File: src/dtss_map.svh
`ifndef DTSS_MAP_SVH
`define DTSS_MAP_SVH

// byte addresses on the avalon slave, one word per register
`define DTSS_ADDR_CTRL_MAIN      8'h00
`define DTSS_ADDR_START_SEL      8'h04
`define DTSS_ADDR_ABORT_SEL      8'h08
`define DTSS_ADDR_STATUS         8'h0C

// channel_control_main field positions
`define DTSS_CTL_EN_BIT          7
`define DTSS_CTL_START_EN_BIT    6
`define DTSS_CTL_GO_BIT          5
`define DTSS_CTL_ABORT_EN_BIT    2
`define DTSS_CTL_XIP_BIT         0

// selector field
`define DTSS_SEL_MSB             6
`define DTSS_SEL_RESET           7'h00
`define DTSS_CODE_FIRST          7'h01
`define DTSS_CODE_LAST           7'h4E

// level-triggered code map, bit n set means code n is level sensitive
`define DTSS_LEVEL_MAP           80'h0000_0000_FF00_0010_3FF0_0080

`endif

File: src/dtss_pkg.sv
package dtss_pkg;

    typedef struct packed {
        logic        read;
        logic        write;
        logic [7:0]  address;
        logic [31:0] writedata;
    } dtss_avl_req_t;

    typedef struct packed {
        logic        waitrequest;
        logic        readdatavalid;
        logic [31:0] readdata;
    } dtss_avl_rsp_t;

    typedef enum logic [2:0] {
        DTSS_IDLE  = 3'b001,
        DTSS_ACK   = 3'b010,
        DTSS_RUN   = 3'b100
    } dtss_phase_t;

    typedef struct packed {
        logic        enable;
        logic        start_request_enable;
        logic        abort_request_enable;
        logic        transfer_in_progress;
        logic [6:0]  start_source_code;
        logic [6:0]  abort_source_code;
        logic [78:0] src_prev;
        logic [31:0] rdata;
        logic        aborted;
        dtss_phase_t phase;
    } dtss_state_t;

endpackage : dtss_pkg

File: src/dtss_trigger_select.sv
`timescale 1ns/10ps
`default_nettype none
`include "dtss_map.svh"
module dtss_trigger_select (
    input  wire logic                   clk,
    input  wire logic                   sys_rst,
    input  wire dtss_pkg::dtss_avl_req_t avl_req,
    output dtss_pkg::dtss_avl_rsp_t     avl_rsp,
    input  wire logic [78:0]            event_flags,
    input  wire logic                   transfer_done,
    output logic                        start_pulse,
    output logic                        abort_pulse,
    output logic                        transfer_in_progress
);
    import dtss_pkg::*;

    localparam logic [79:0] LEVEL_MAP = `DTSS_LEVEL_MAP;

    dtss_state_t r;
    dtss_state_t next_r;
    logic        start_hit;
    logic        abort_hit;
    logic        access;

    // reserved codes return no source so a stray code can never fire
    function automatic logic dtss_fire(input logic [6:0]  code,
                                       input logic [78:0] now,
                                       input logic [78:0] prev);
        logic hit;
        hit = 1'b0;
        if (code >= `DTSS_CODE_FIRST && code <= `DTSS_CODE_LAST) begin
            if (LEVEL_MAP[code]) begin
                hit = now[code];
            end else begin
                hit = now[code] & ~prev[code];
            end
        end
        return hit;
    endfunction : dtss_fire

    assign start_hit = dtss_fire(r.start_source_code, event_flags, r.src_prev);
    assign abort_hit = dtss_fire(r.abort_source_code, event_flags, r.src_prev);
    assign access    = avl_req.read | avl_req.write;

    always_comb begin
        next_r          = r;
        next_r.src_prev = event_flags; // flags are only sampled, never written back
        next_r.aborted  = 1'b0;
        start_pulse     = 1'b0;
        abort_pulse     = 1'b0;
        case (r.phase)
            DTSS_IDLE: begin
                if (access) begin
                    next_r.phase = DTSS_ACK;
                    next_r.rdata = 32'h0000_0000;
                    if (avl_req.write) begin
                        case (avl_req.address)
                            `DTSS_ADDR_CTRL_MAIN: begin
                                next_r.enable = avl_req.writedata[`DTSS_CTL_EN_BIT];
                                next_r.start_request_enable =
                                    avl_req.writedata[`DTSS_CTL_START_EN_BIT];
                                next_r.abort_request_enable =
                                    avl_req.writedata[`DTSS_CTL_ABORT_EN_BIT];
                                if (avl_req.writedata[`DTSS_CTL_GO_BIT] &&
                                    avl_req.writedata[`DTSS_CTL_EN_BIT]) begin
                                    next_r.transfer_in_progress = 1'b1;
                                end
                            end
                            `DTSS_ADDR_START_SEL: begin
                                next_r.start_source_code =
                                    avl_req.writedata[`DTSS_SEL_MSB:0];
                            end
                            `DTSS_ADDR_ABORT_SEL: begin
                                // bit 7 and above are dropped
                                next_r.abort_source_code =
                                    avl_req.writedata[`DTSS_SEL_MSB:0];
                            end
                            default: begin
                            end
                        endcase
                    end else begin
                        case (avl_req.address)
                            `DTSS_ADDR_CTRL_MAIN: begin
                                next_r.rdata[`DTSS_CTL_EN_BIT]       = r.enable;
                                next_r.rdata[`DTSS_CTL_START_EN_BIT] = r.start_request_enable;
                                next_r.rdata[`DTSS_CTL_GO_BIT]       = r.transfer_in_progress;
                                next_r.rdata[`DTSS_CTL_ABORT_EN_BIT] = r.abort_request_enable;
                                next_r.rdata[`DTSS_CTL_XIP_BIT]      = r.transfer_in_progress;
                            end
                            `DTSS_ADDR_START_SEL: begin
                                next_r.rdata[`DTSS_SEL_MSB:0] = r.start_source_code;
                            end
                            `DTSS_ADDR_ABORT_SEL: begin
                                next_r.rdata[`DTSS_SEL_MSB:0] = r.abort_source_code;
                            end
                            `DTSS_ADDR_STATUS: begin
                                next_r.rdata[1] = r.aborted;
                                next_r.rdata[0] = r.transfer_in_progress;
                            end
                            default: begin
                                next_r.rdata = 32'h0000_0000;
                            end
                        endcase
                    end
                end
            end
            DTSS_ACK: begin
                next_r.phase = DTSS_IDLE;
            end
            default: begin
                next_r.phase = DTSS_IDLE;
            end
        endcase
        // trigger path runs after the bus decode, so an abort, a done or r.enable low overrides a same-cycle software write of go
        if (r.enable) begin
            if (r.transfer_in_progress && r.abort_request_enable && abort_hit) begin
                next_r.transfer_in_progress = 1'b0;
                next_r.aborted              = 1'b1;
                abort_pulse                 = 1'b1;
            end else if (!r.transfer_in_progress && r.start_request_enable &&
                         start_hit) begin
                next_r.transfer_in_progress = 1'b1;
                start_pulse                 = 1'b1;
            end else if (r.transfer_in_progress && transfer_done) begin
                next_r.transfer_in_progress = 1'b0;
            end
        end else begin
            next_r.transfer_in_progress = 1'b0;
        end
    end

    always_ff @(posedge clk or posedge sys_rst) begin
        if (sys_rst) begin
            r                      <= '0;
            r.phase                <= DTSS_IDLE;
            r.start_source_code    <= `DTSS_SEL_RESET;
            r.abort_source_code    <= `DTSS_SEL_RESET;
        end else begin
            r <= next_r;
        end
    end

    // waitrequest drops in the cycle after the request is seen
    always_comb begin
        avl_rsp.waitrequest   = ~(r.phase == DTSS_ACK);
        avl_rsp.readdatavalid = 1'b0;
        avl_rsp.readdata      = r.rdata;
    end

    assign transfer_in_progress = r.transfer_in_progress;

endmodule : dtss_trigger_select
`default_nettype wire

File: config.mk
export PLATFORM = sky130hd
export DESIGN_NAME = dtss_trigger_select
export DESIGN_NICKNAME = d
export VERILOG_FILES = /design/src/dtss_pkg.sv /design/src/dtss_trigger_select.sv
export VERILOG_INCLUDE_DIRS = /design/src
export SDC_FILE = /design/constraint.sdc
export NUM_CORES = 1
export LEC_CHECK = 0
export ABC_AREA = 1
export BUFFER_PORTS_ARGS = -buffer_cell sky130_fd_sc_hd__buf_4
export CAP_MARGIN = 15
export CORE_UTILIZATION = 55
export DETAILED_ROUTE_END_ITERATION = 10
export PLACE_DENSITY = 0.81
export SETUP_SLACK_MARGIN = 0.4
export SYNTH_ARGS = -nofsm -noshare
export SYNTH_HDL_FRONTEND = slang
export SYNTH_SLANG_ARGS = --single-unit
File: constraint.sdc
create_clock -name clk -period 7.2 [get_ports clk]
set_input_delay 0 -clock clk [delete_from_list [all_inputs] [get_ports clk]]
set_output_delay 0 -clock clk [all_outputs]
set_load 0.05 [all_outputs]
==> qor.yml, run 1 <==
run_status: "complete, no violations"
swShare: 0.313
antenna_found_initial: 0
drive_above_1_share: 0.121
ant_nets: 0
pin_count: 161
synth.area.top_cells: "dfrtp_1, nand2_1, nand3_1, buf_4, o21ai_0"
diodes: 0
drcViolationCount: 0
tightestPinTransition_ps: 1080
max_freq_ghz: 0.293
worstPathMaxFanout: 65
pwr-share-comb: 0.229
ys_seq_elements: 108
numCtsBuffers: 9
synth.most_common_cell: "nand2_1"
die_x_microns: 114
ys.flop_type: "dfrtp_1"
dpl.hpwl_mm: 13.6
dr.pass1.iters: 6
holdWs_ps: 78.6
clockPowerShare: 0.345
cp_num_buf_inv: 2
initial_core_util: 0.569
layout_worst_path_cycle_share: 0.475
setup_viol: 0
skew_ps: 9.33
gr-total-overflow: 0
cts_tree: "built"
grt_pass1_vias: 7257
via_count: 7669
synth_cells: 1058
path_class: "flip-flop to primary output"
end_kind: "primary output"
wirelength_mm: 22.1
slowest_stage: "nor2_2"
grt_pass1_wl_mm: 35.4
yosysTopAreaCellShare: 0.388
synth_edf_count: 0
grt_usage: 0.354
setup_tns_ps: 0
power.leakage_nw: 4.40
layout_min_cycle_time_ps: 3420
grt_max_degree: 67
hp-class: "input pin to flip-flop"
drtIter0Drc: 935
rows: 40
grt_setup_unrepaired: "no"
ir_drop_mv: 0.180
seq_area_frac_synth: 0.392
crit_path_start_kind: "flip-flop"
syn_area_sq_um: 6900
die_h_microns: 114
place_congestion: 0.899
clockRootBuffer: "clkbuf_16"
cellPowerDensity_nw_per_um2: 176
cts_resized: 0
portBuffers: 111
post_synth_num_cell_types: 33
crit_required_ps: 7200
p_seq_frac: 0.426
wl_per_cell_microns: 15.9
cp_data_arrival_time_ps: 3420
report.final.slew_viol_count: 0
path_clk_slew_ps: 70
cts_buffer_depth: 2
n_fill_cell: 1001
hold_viol_final: 0
async_reset_ff_frac: 1.00
cts_setup_buffers: 0
cts_sinks: 108
avgSynthCellArea_sq_um: 6.52
p_sw_uw: 485
drv_cap: 0
die_area_sq_um: 13000
coreArea_sq_um: 12100
cts_max_level: 3
slew_headroom: 0.278
cp_cell_sequence: "buf_4 > nor2_2 > a22oi_1 > nand4_1 > nand3_1 > o21ai_0 > nand2_1 > a21oi_1 > nand2_1 > nor2_1 > buf_4"
crit_family: "simple AND/OR/NAND/NOR gates"
synth_warnings: 0
p_int_mw: 1.06
viasPerCell: 5.50
cpPeakStageDelay_ps: 900
fin_nets: 1346
syn2layout_area_growth_pct: 27.7
synth_commonest_cells: "nand2_1, dfrtp_1, inv_1, nand3_1"
fin_util: 0.727
clkLatencyLatePin_ps: 370
synth_top_cell_by_area: "dfrtp_1"
per-stage QoR:
step                instance area (sq um)  instances  total power [mW]  setup WS [ps]
detailed placement                   7580       1288             0.973           4330
global route                         8810       1395              1.61           3590
finish                               8810       1395              1.55           3780
global placement                     7580       1288             0.969           4280
floorplan                            6990       1082             0.875           4360
CTS                                  8810       1395              1.54           3920
worst reg2reg max path: stages (launching register included):
cell      delay, ps
dfrtp_1         740
clkinv_1        740
nor2_1          570
nand2_1         100
nand3_1          80
nor2_1           60
nand2_1          80
nand3_1          90
a21oi_1         130
nand2_1         130
nand2_1          80
nor2_1           40
nor2_1           90
logic make-up after synthesis:
| kind of cell | Yosys count | share of synthesized area |
|---|---|---|
| AOI/OAI and AO/OA | 133 | 0.108 |
| buffers and inverters | 173 | 0.123 |
| DFF | 108 | 0.392 |
| other | 1 | 0.000544 |
| and+or+nand+nor | 643 | 0.376 |
registers in the layout (all words and copies together), names as in the netlist:
register,cells
transfer_in_progress,1
r,99
avl_rsp,8
final timing paths:
check,to,slack [ps],startpoint,cells after the start
worst min-delay path,avl_rsp[7]$_DFFE_PP0P_,80,avl_req[35],3
worst min register to register,avl_rsp[3]$_DFFE_PP0P_,490,avl_rsp[3]$_DFFE_PP0P_,2
min in group asynchronous,r[58]$_DFF_PP0_,270,sys_rst,3
max in group asynchronous,r[122]$_DFFE_PP0P_,5740,sys_rst,4
worst max register to register,transfer_in_progress$_DFFE_PP0P_,4200,r[124]$_DFFE_PP0P_,12
worst max-delay path,abort_pulse,3780,r[115]$_DFFE_PP0P_,11
per-layer routing:
layer  GRT usage  vias to the layer above  part of all wire
met5           0                        -                 0
met4       0.177                        0             0.039
met3      0.0893                       89              0.10
met2       0.562                      502              0.46
met1       0.451                     3458              0.40
li1            -                     3620                 -
power groups by stage:
stage	clock [mW]	combinational, mW	sequential, mW
finish	0.535	0.354	0.659
global route	0.563	0.387	0.662
CTS	0.533	0.344	0.658
detailed placement	0	0.304	0.669
global placement	0	0.300	0.669
floorplan	0	0.213	0.662
cells in the final DEF (no fill, tap or decap), types with 2 or more instances in the layout:
master         synthesis  routed
o22ai_1                9       9
o311ai_0               2       2
buf_4                 47     116
conb_1                 1      25
a22oi_1                6       6
o21ai_1                2       2
nor2_1                70      70
a21oi_1               29      29
nor2_4                 4       4
nand2_1              470     470
nand3_1               75      75
o31ai_1                2       2
clkbuf_8               0       2
o211ai_1               5       5
dfrtp_2                0       2
inv_2                  6       6
inv_1                 88      87
dfrtp_1              107     105
nand4_1               17      17
nor3_1                 4       4
inv_6                  0       3
nor2_2                 2       2
clkbuf_16              0       9
o21ai_0               70      70
o221ai_1               3       3
dlygate4sd3_1          0      91
area by class of cell:
class                   count  area (sq um)  share of cell area
clock buffers              11           253              0.0287
multi-input cells         801          3430               0.390
flip-flops and latches    108          2710               0.307
well taps                 168           210              0.0239
inverters                  95           359              0.0408
clock inverters             5          65.1             0.00739
repair buffers            207          1780               0.202
repair_timing:
action	CTS	global route
hold buffers	91	0
endpoints found under the hold margin	154	0
setup endpoints to repair	0	0
Note: power is estimated with default switching activity, not from simulation.
==> run 2: changes to the inputs <==
Clock period 7.2 ns to 3.3 ns, I/O delays scaled along.
==> run 2 against run 1 <==
Die area unchanged. Critical path depth increased by 6. Design area increased by 2.1%. Via count increased by 1.3%. Global-route usage decreased by 0.48 points. Critical path type unchanged. Critical endpoint unchanged. Largest cell class unchanged.
==> qor.yml, run 2 (synthesized netlist as in run 1, its figures left out) <==
run_status: "complete, no violations"
via_count: 7772
layout_worst_path_cycle_share: 0.830
p_int_mw: 2.24
drive_above_1_share: 0.138
drv_cap: 0
use_met1: 0.438
largest-register: "r"
cts_max_level: 3
ant_nets: 0
syn2layout_area_growth_pct: 30.4
pin_count: 161
crit_required_ps: 3300
gr-total-overflow: 0
rows: 40
portBuffers: 111
antenna_found_initial: 0
path_class: "flip-flop to primary output"
hold_viol_final: 0
tightestPinTransition_ps: 683
clockPowerShare: 0.319
worstPathMaxFanout: 17
grt_pass1_vias: 7227
max_freq_ghz: 0.365
cts_sinks: 108
setup_viol: 0
holdPathStages: 3
hp-class: "input pin to flip-flop"
setup_tns_ps: 0
die_x_microns: 114
grt_use_met2: 0.574
cts_tree: "built"
grt_setup_unrepaired: "no"
dpl.hpwl_mm: 14.3
cp_data_arrival_time_ps: 2740
drtIter0Drc: 984
viasPerCell: 5.48
end_kind: "primary output"
swShare: 0.319
busiest_layer: "met2"
ff2ff_path_depth: 14
cts_buffer_depth: 2
wl_per_cell_microns: 15.6
report.final.slew_viol_count: 0
crit_path_start_kind: "flip-flop"
fin_nets: 1369
diodes: 0
n_fill_cell: 975
fin_cells: 1418
die_h_microns: 114
coreArea_sq_um: 12100
pwr-share-comb: 0.242
layout_min_cycle_time_ps: 2740
wirelength_mm: 22.2
met3_usage: 0.0781
initial_core_util: 0.569
cellPowerDensity_nw_per_um2: 365
p_sw_mw: 1.05
die_area_sq_um: 13000
clkLatencyLatePin_ps: 370
p_seq_frac: 0.439
final_cell_mix: "nand2_1, buf_4, dfrtp_1"
grt_pass1_wl_mm: 35.0
place_congestion: 0.948
numCtsBuffers: 9
path_clk_slew_ps: 70
largest_register_ff_count: 99
grt_max_degree: 56
slew_headroom: 0.545
clockRootBuffer: "clkbuf_16"
dp.cells: 1301
dr.pass1.iters: 6
skew_ps: 11.5
power.leakage_nw: 4.50
final_common_cell: "nand2_1"
drcViolationCount: 0
grt_usage: 0.349
ir_drop_mv: 0.294
## run 2: cell types whose count changed in the layout (fill, tap and decap cells not counted), sizes merged
cell / delta
inv: -1
buf: +23
clkinvlp: +1
bufinv: -1
clkinv: +1
## run 2: repair_timing
| item | 4_1_cts | 5_1_grt |
|---|---|---|
| pin swaps | 1 | 1 |
| gates resized for setup | 3 | 9 |
| hold buffers | 91 | 0 |
| endpoints found under the setup margin | 2 | 2 |
| endpoints found under the hold margin | 154 | 0 |
| setup buffers | 4 | 6 |
## run 2: worst max-delay path: stages, from the launching register on
cell and delay (ps):
dfrtp_4 610, inv_2 190, buf_4 240, nand2_1 70, nand2_1 60, nand2_1 50, nand2_1 80, nand2_1 50
nand2_1 70, inv_1 50, nand2_1 60, nand2_1 50, nand3_1 100, nand3_1 90, a21oi_1 130, nand2_1 110
nor2_1 140, buf_4 220
## run 2: cell type report
class	count	area, sq um	share of cell area
clock buffers	11	243	0.0270
inverters	95	367	0.0408
flip-flops and latches	108	2710	0.302
multi-input cells	801	3430	0.382
well taps	168	210	0.0234
clock inverters	5	35.0	0.00389
repair buffers	230	1990	0.222
## run 2: worst paths after layout
check	slack [ps]	from	end
min in group asynchronous	300	sys_rst	r[53]$_DFF_PP0_
max in group asynchronous	2220	sys_rst	r[0]$_DFFE_PP1P_
worst min-delay path	80	avl_req[34]	avl_rsp[7]$_DFFE_PP0P_
worst max register to register	940	r[122]$_DFFE_PP0P_	transfer_in_progress$_DFFE_PP0P_
worst min register to register	490	avl_rsp[1]$_DFFE_PP0P_	avl_rsp[1]$_DFFE_PP0P_
worst max-delay path	560	r[115]$_DFFE_PP0P_	abort_pulse
## run 2: power groups by stage
stage / clock network (mW) / logic [mW] / registers [mW]
finish: 1.05 / 0.794 / 1.44
global route: 1.11 / 0.873 / 1.45
CTS: 1.05 / 0.764 / 1.44
detailed placement: 0 / 0.673 / 1.47
global placement: 0 / 0.663 / 1.46
floorplan: 0 / 0.465 / 1.44
## run 2: routing by layer
layer / part of all wire / wire [microns]
met3: 0.10 / 2330
met1: 0.39 / 8610
met5: 0 / 0
met2: 0.47 / 10400
met4: 0.036 / 805
## run 2: per-stage QoR
| stage | hold WS [ps] | worst slack (ps) | power [mW] | util | instance area [sq um] |
|---|---|---|---|---|---|
| after global routing | 87.5 | 408 | 3.43 | 0.743 | 9000 |
| after global placement | 119 | 734 | 2.13 | 0.635 | 7690 |
| after floorplan | 31.4 | 456 | 1.91 | - | 6990 |
| after CTS | 73.0 | 440 | 3.26 | 0.736 | 8910 |
| final | 78.5 | 561 | 3.28 | 0.743 | 9000 |
| after detailed placement | 120 | 712 | 2.14 | 0.635 | 7690 |
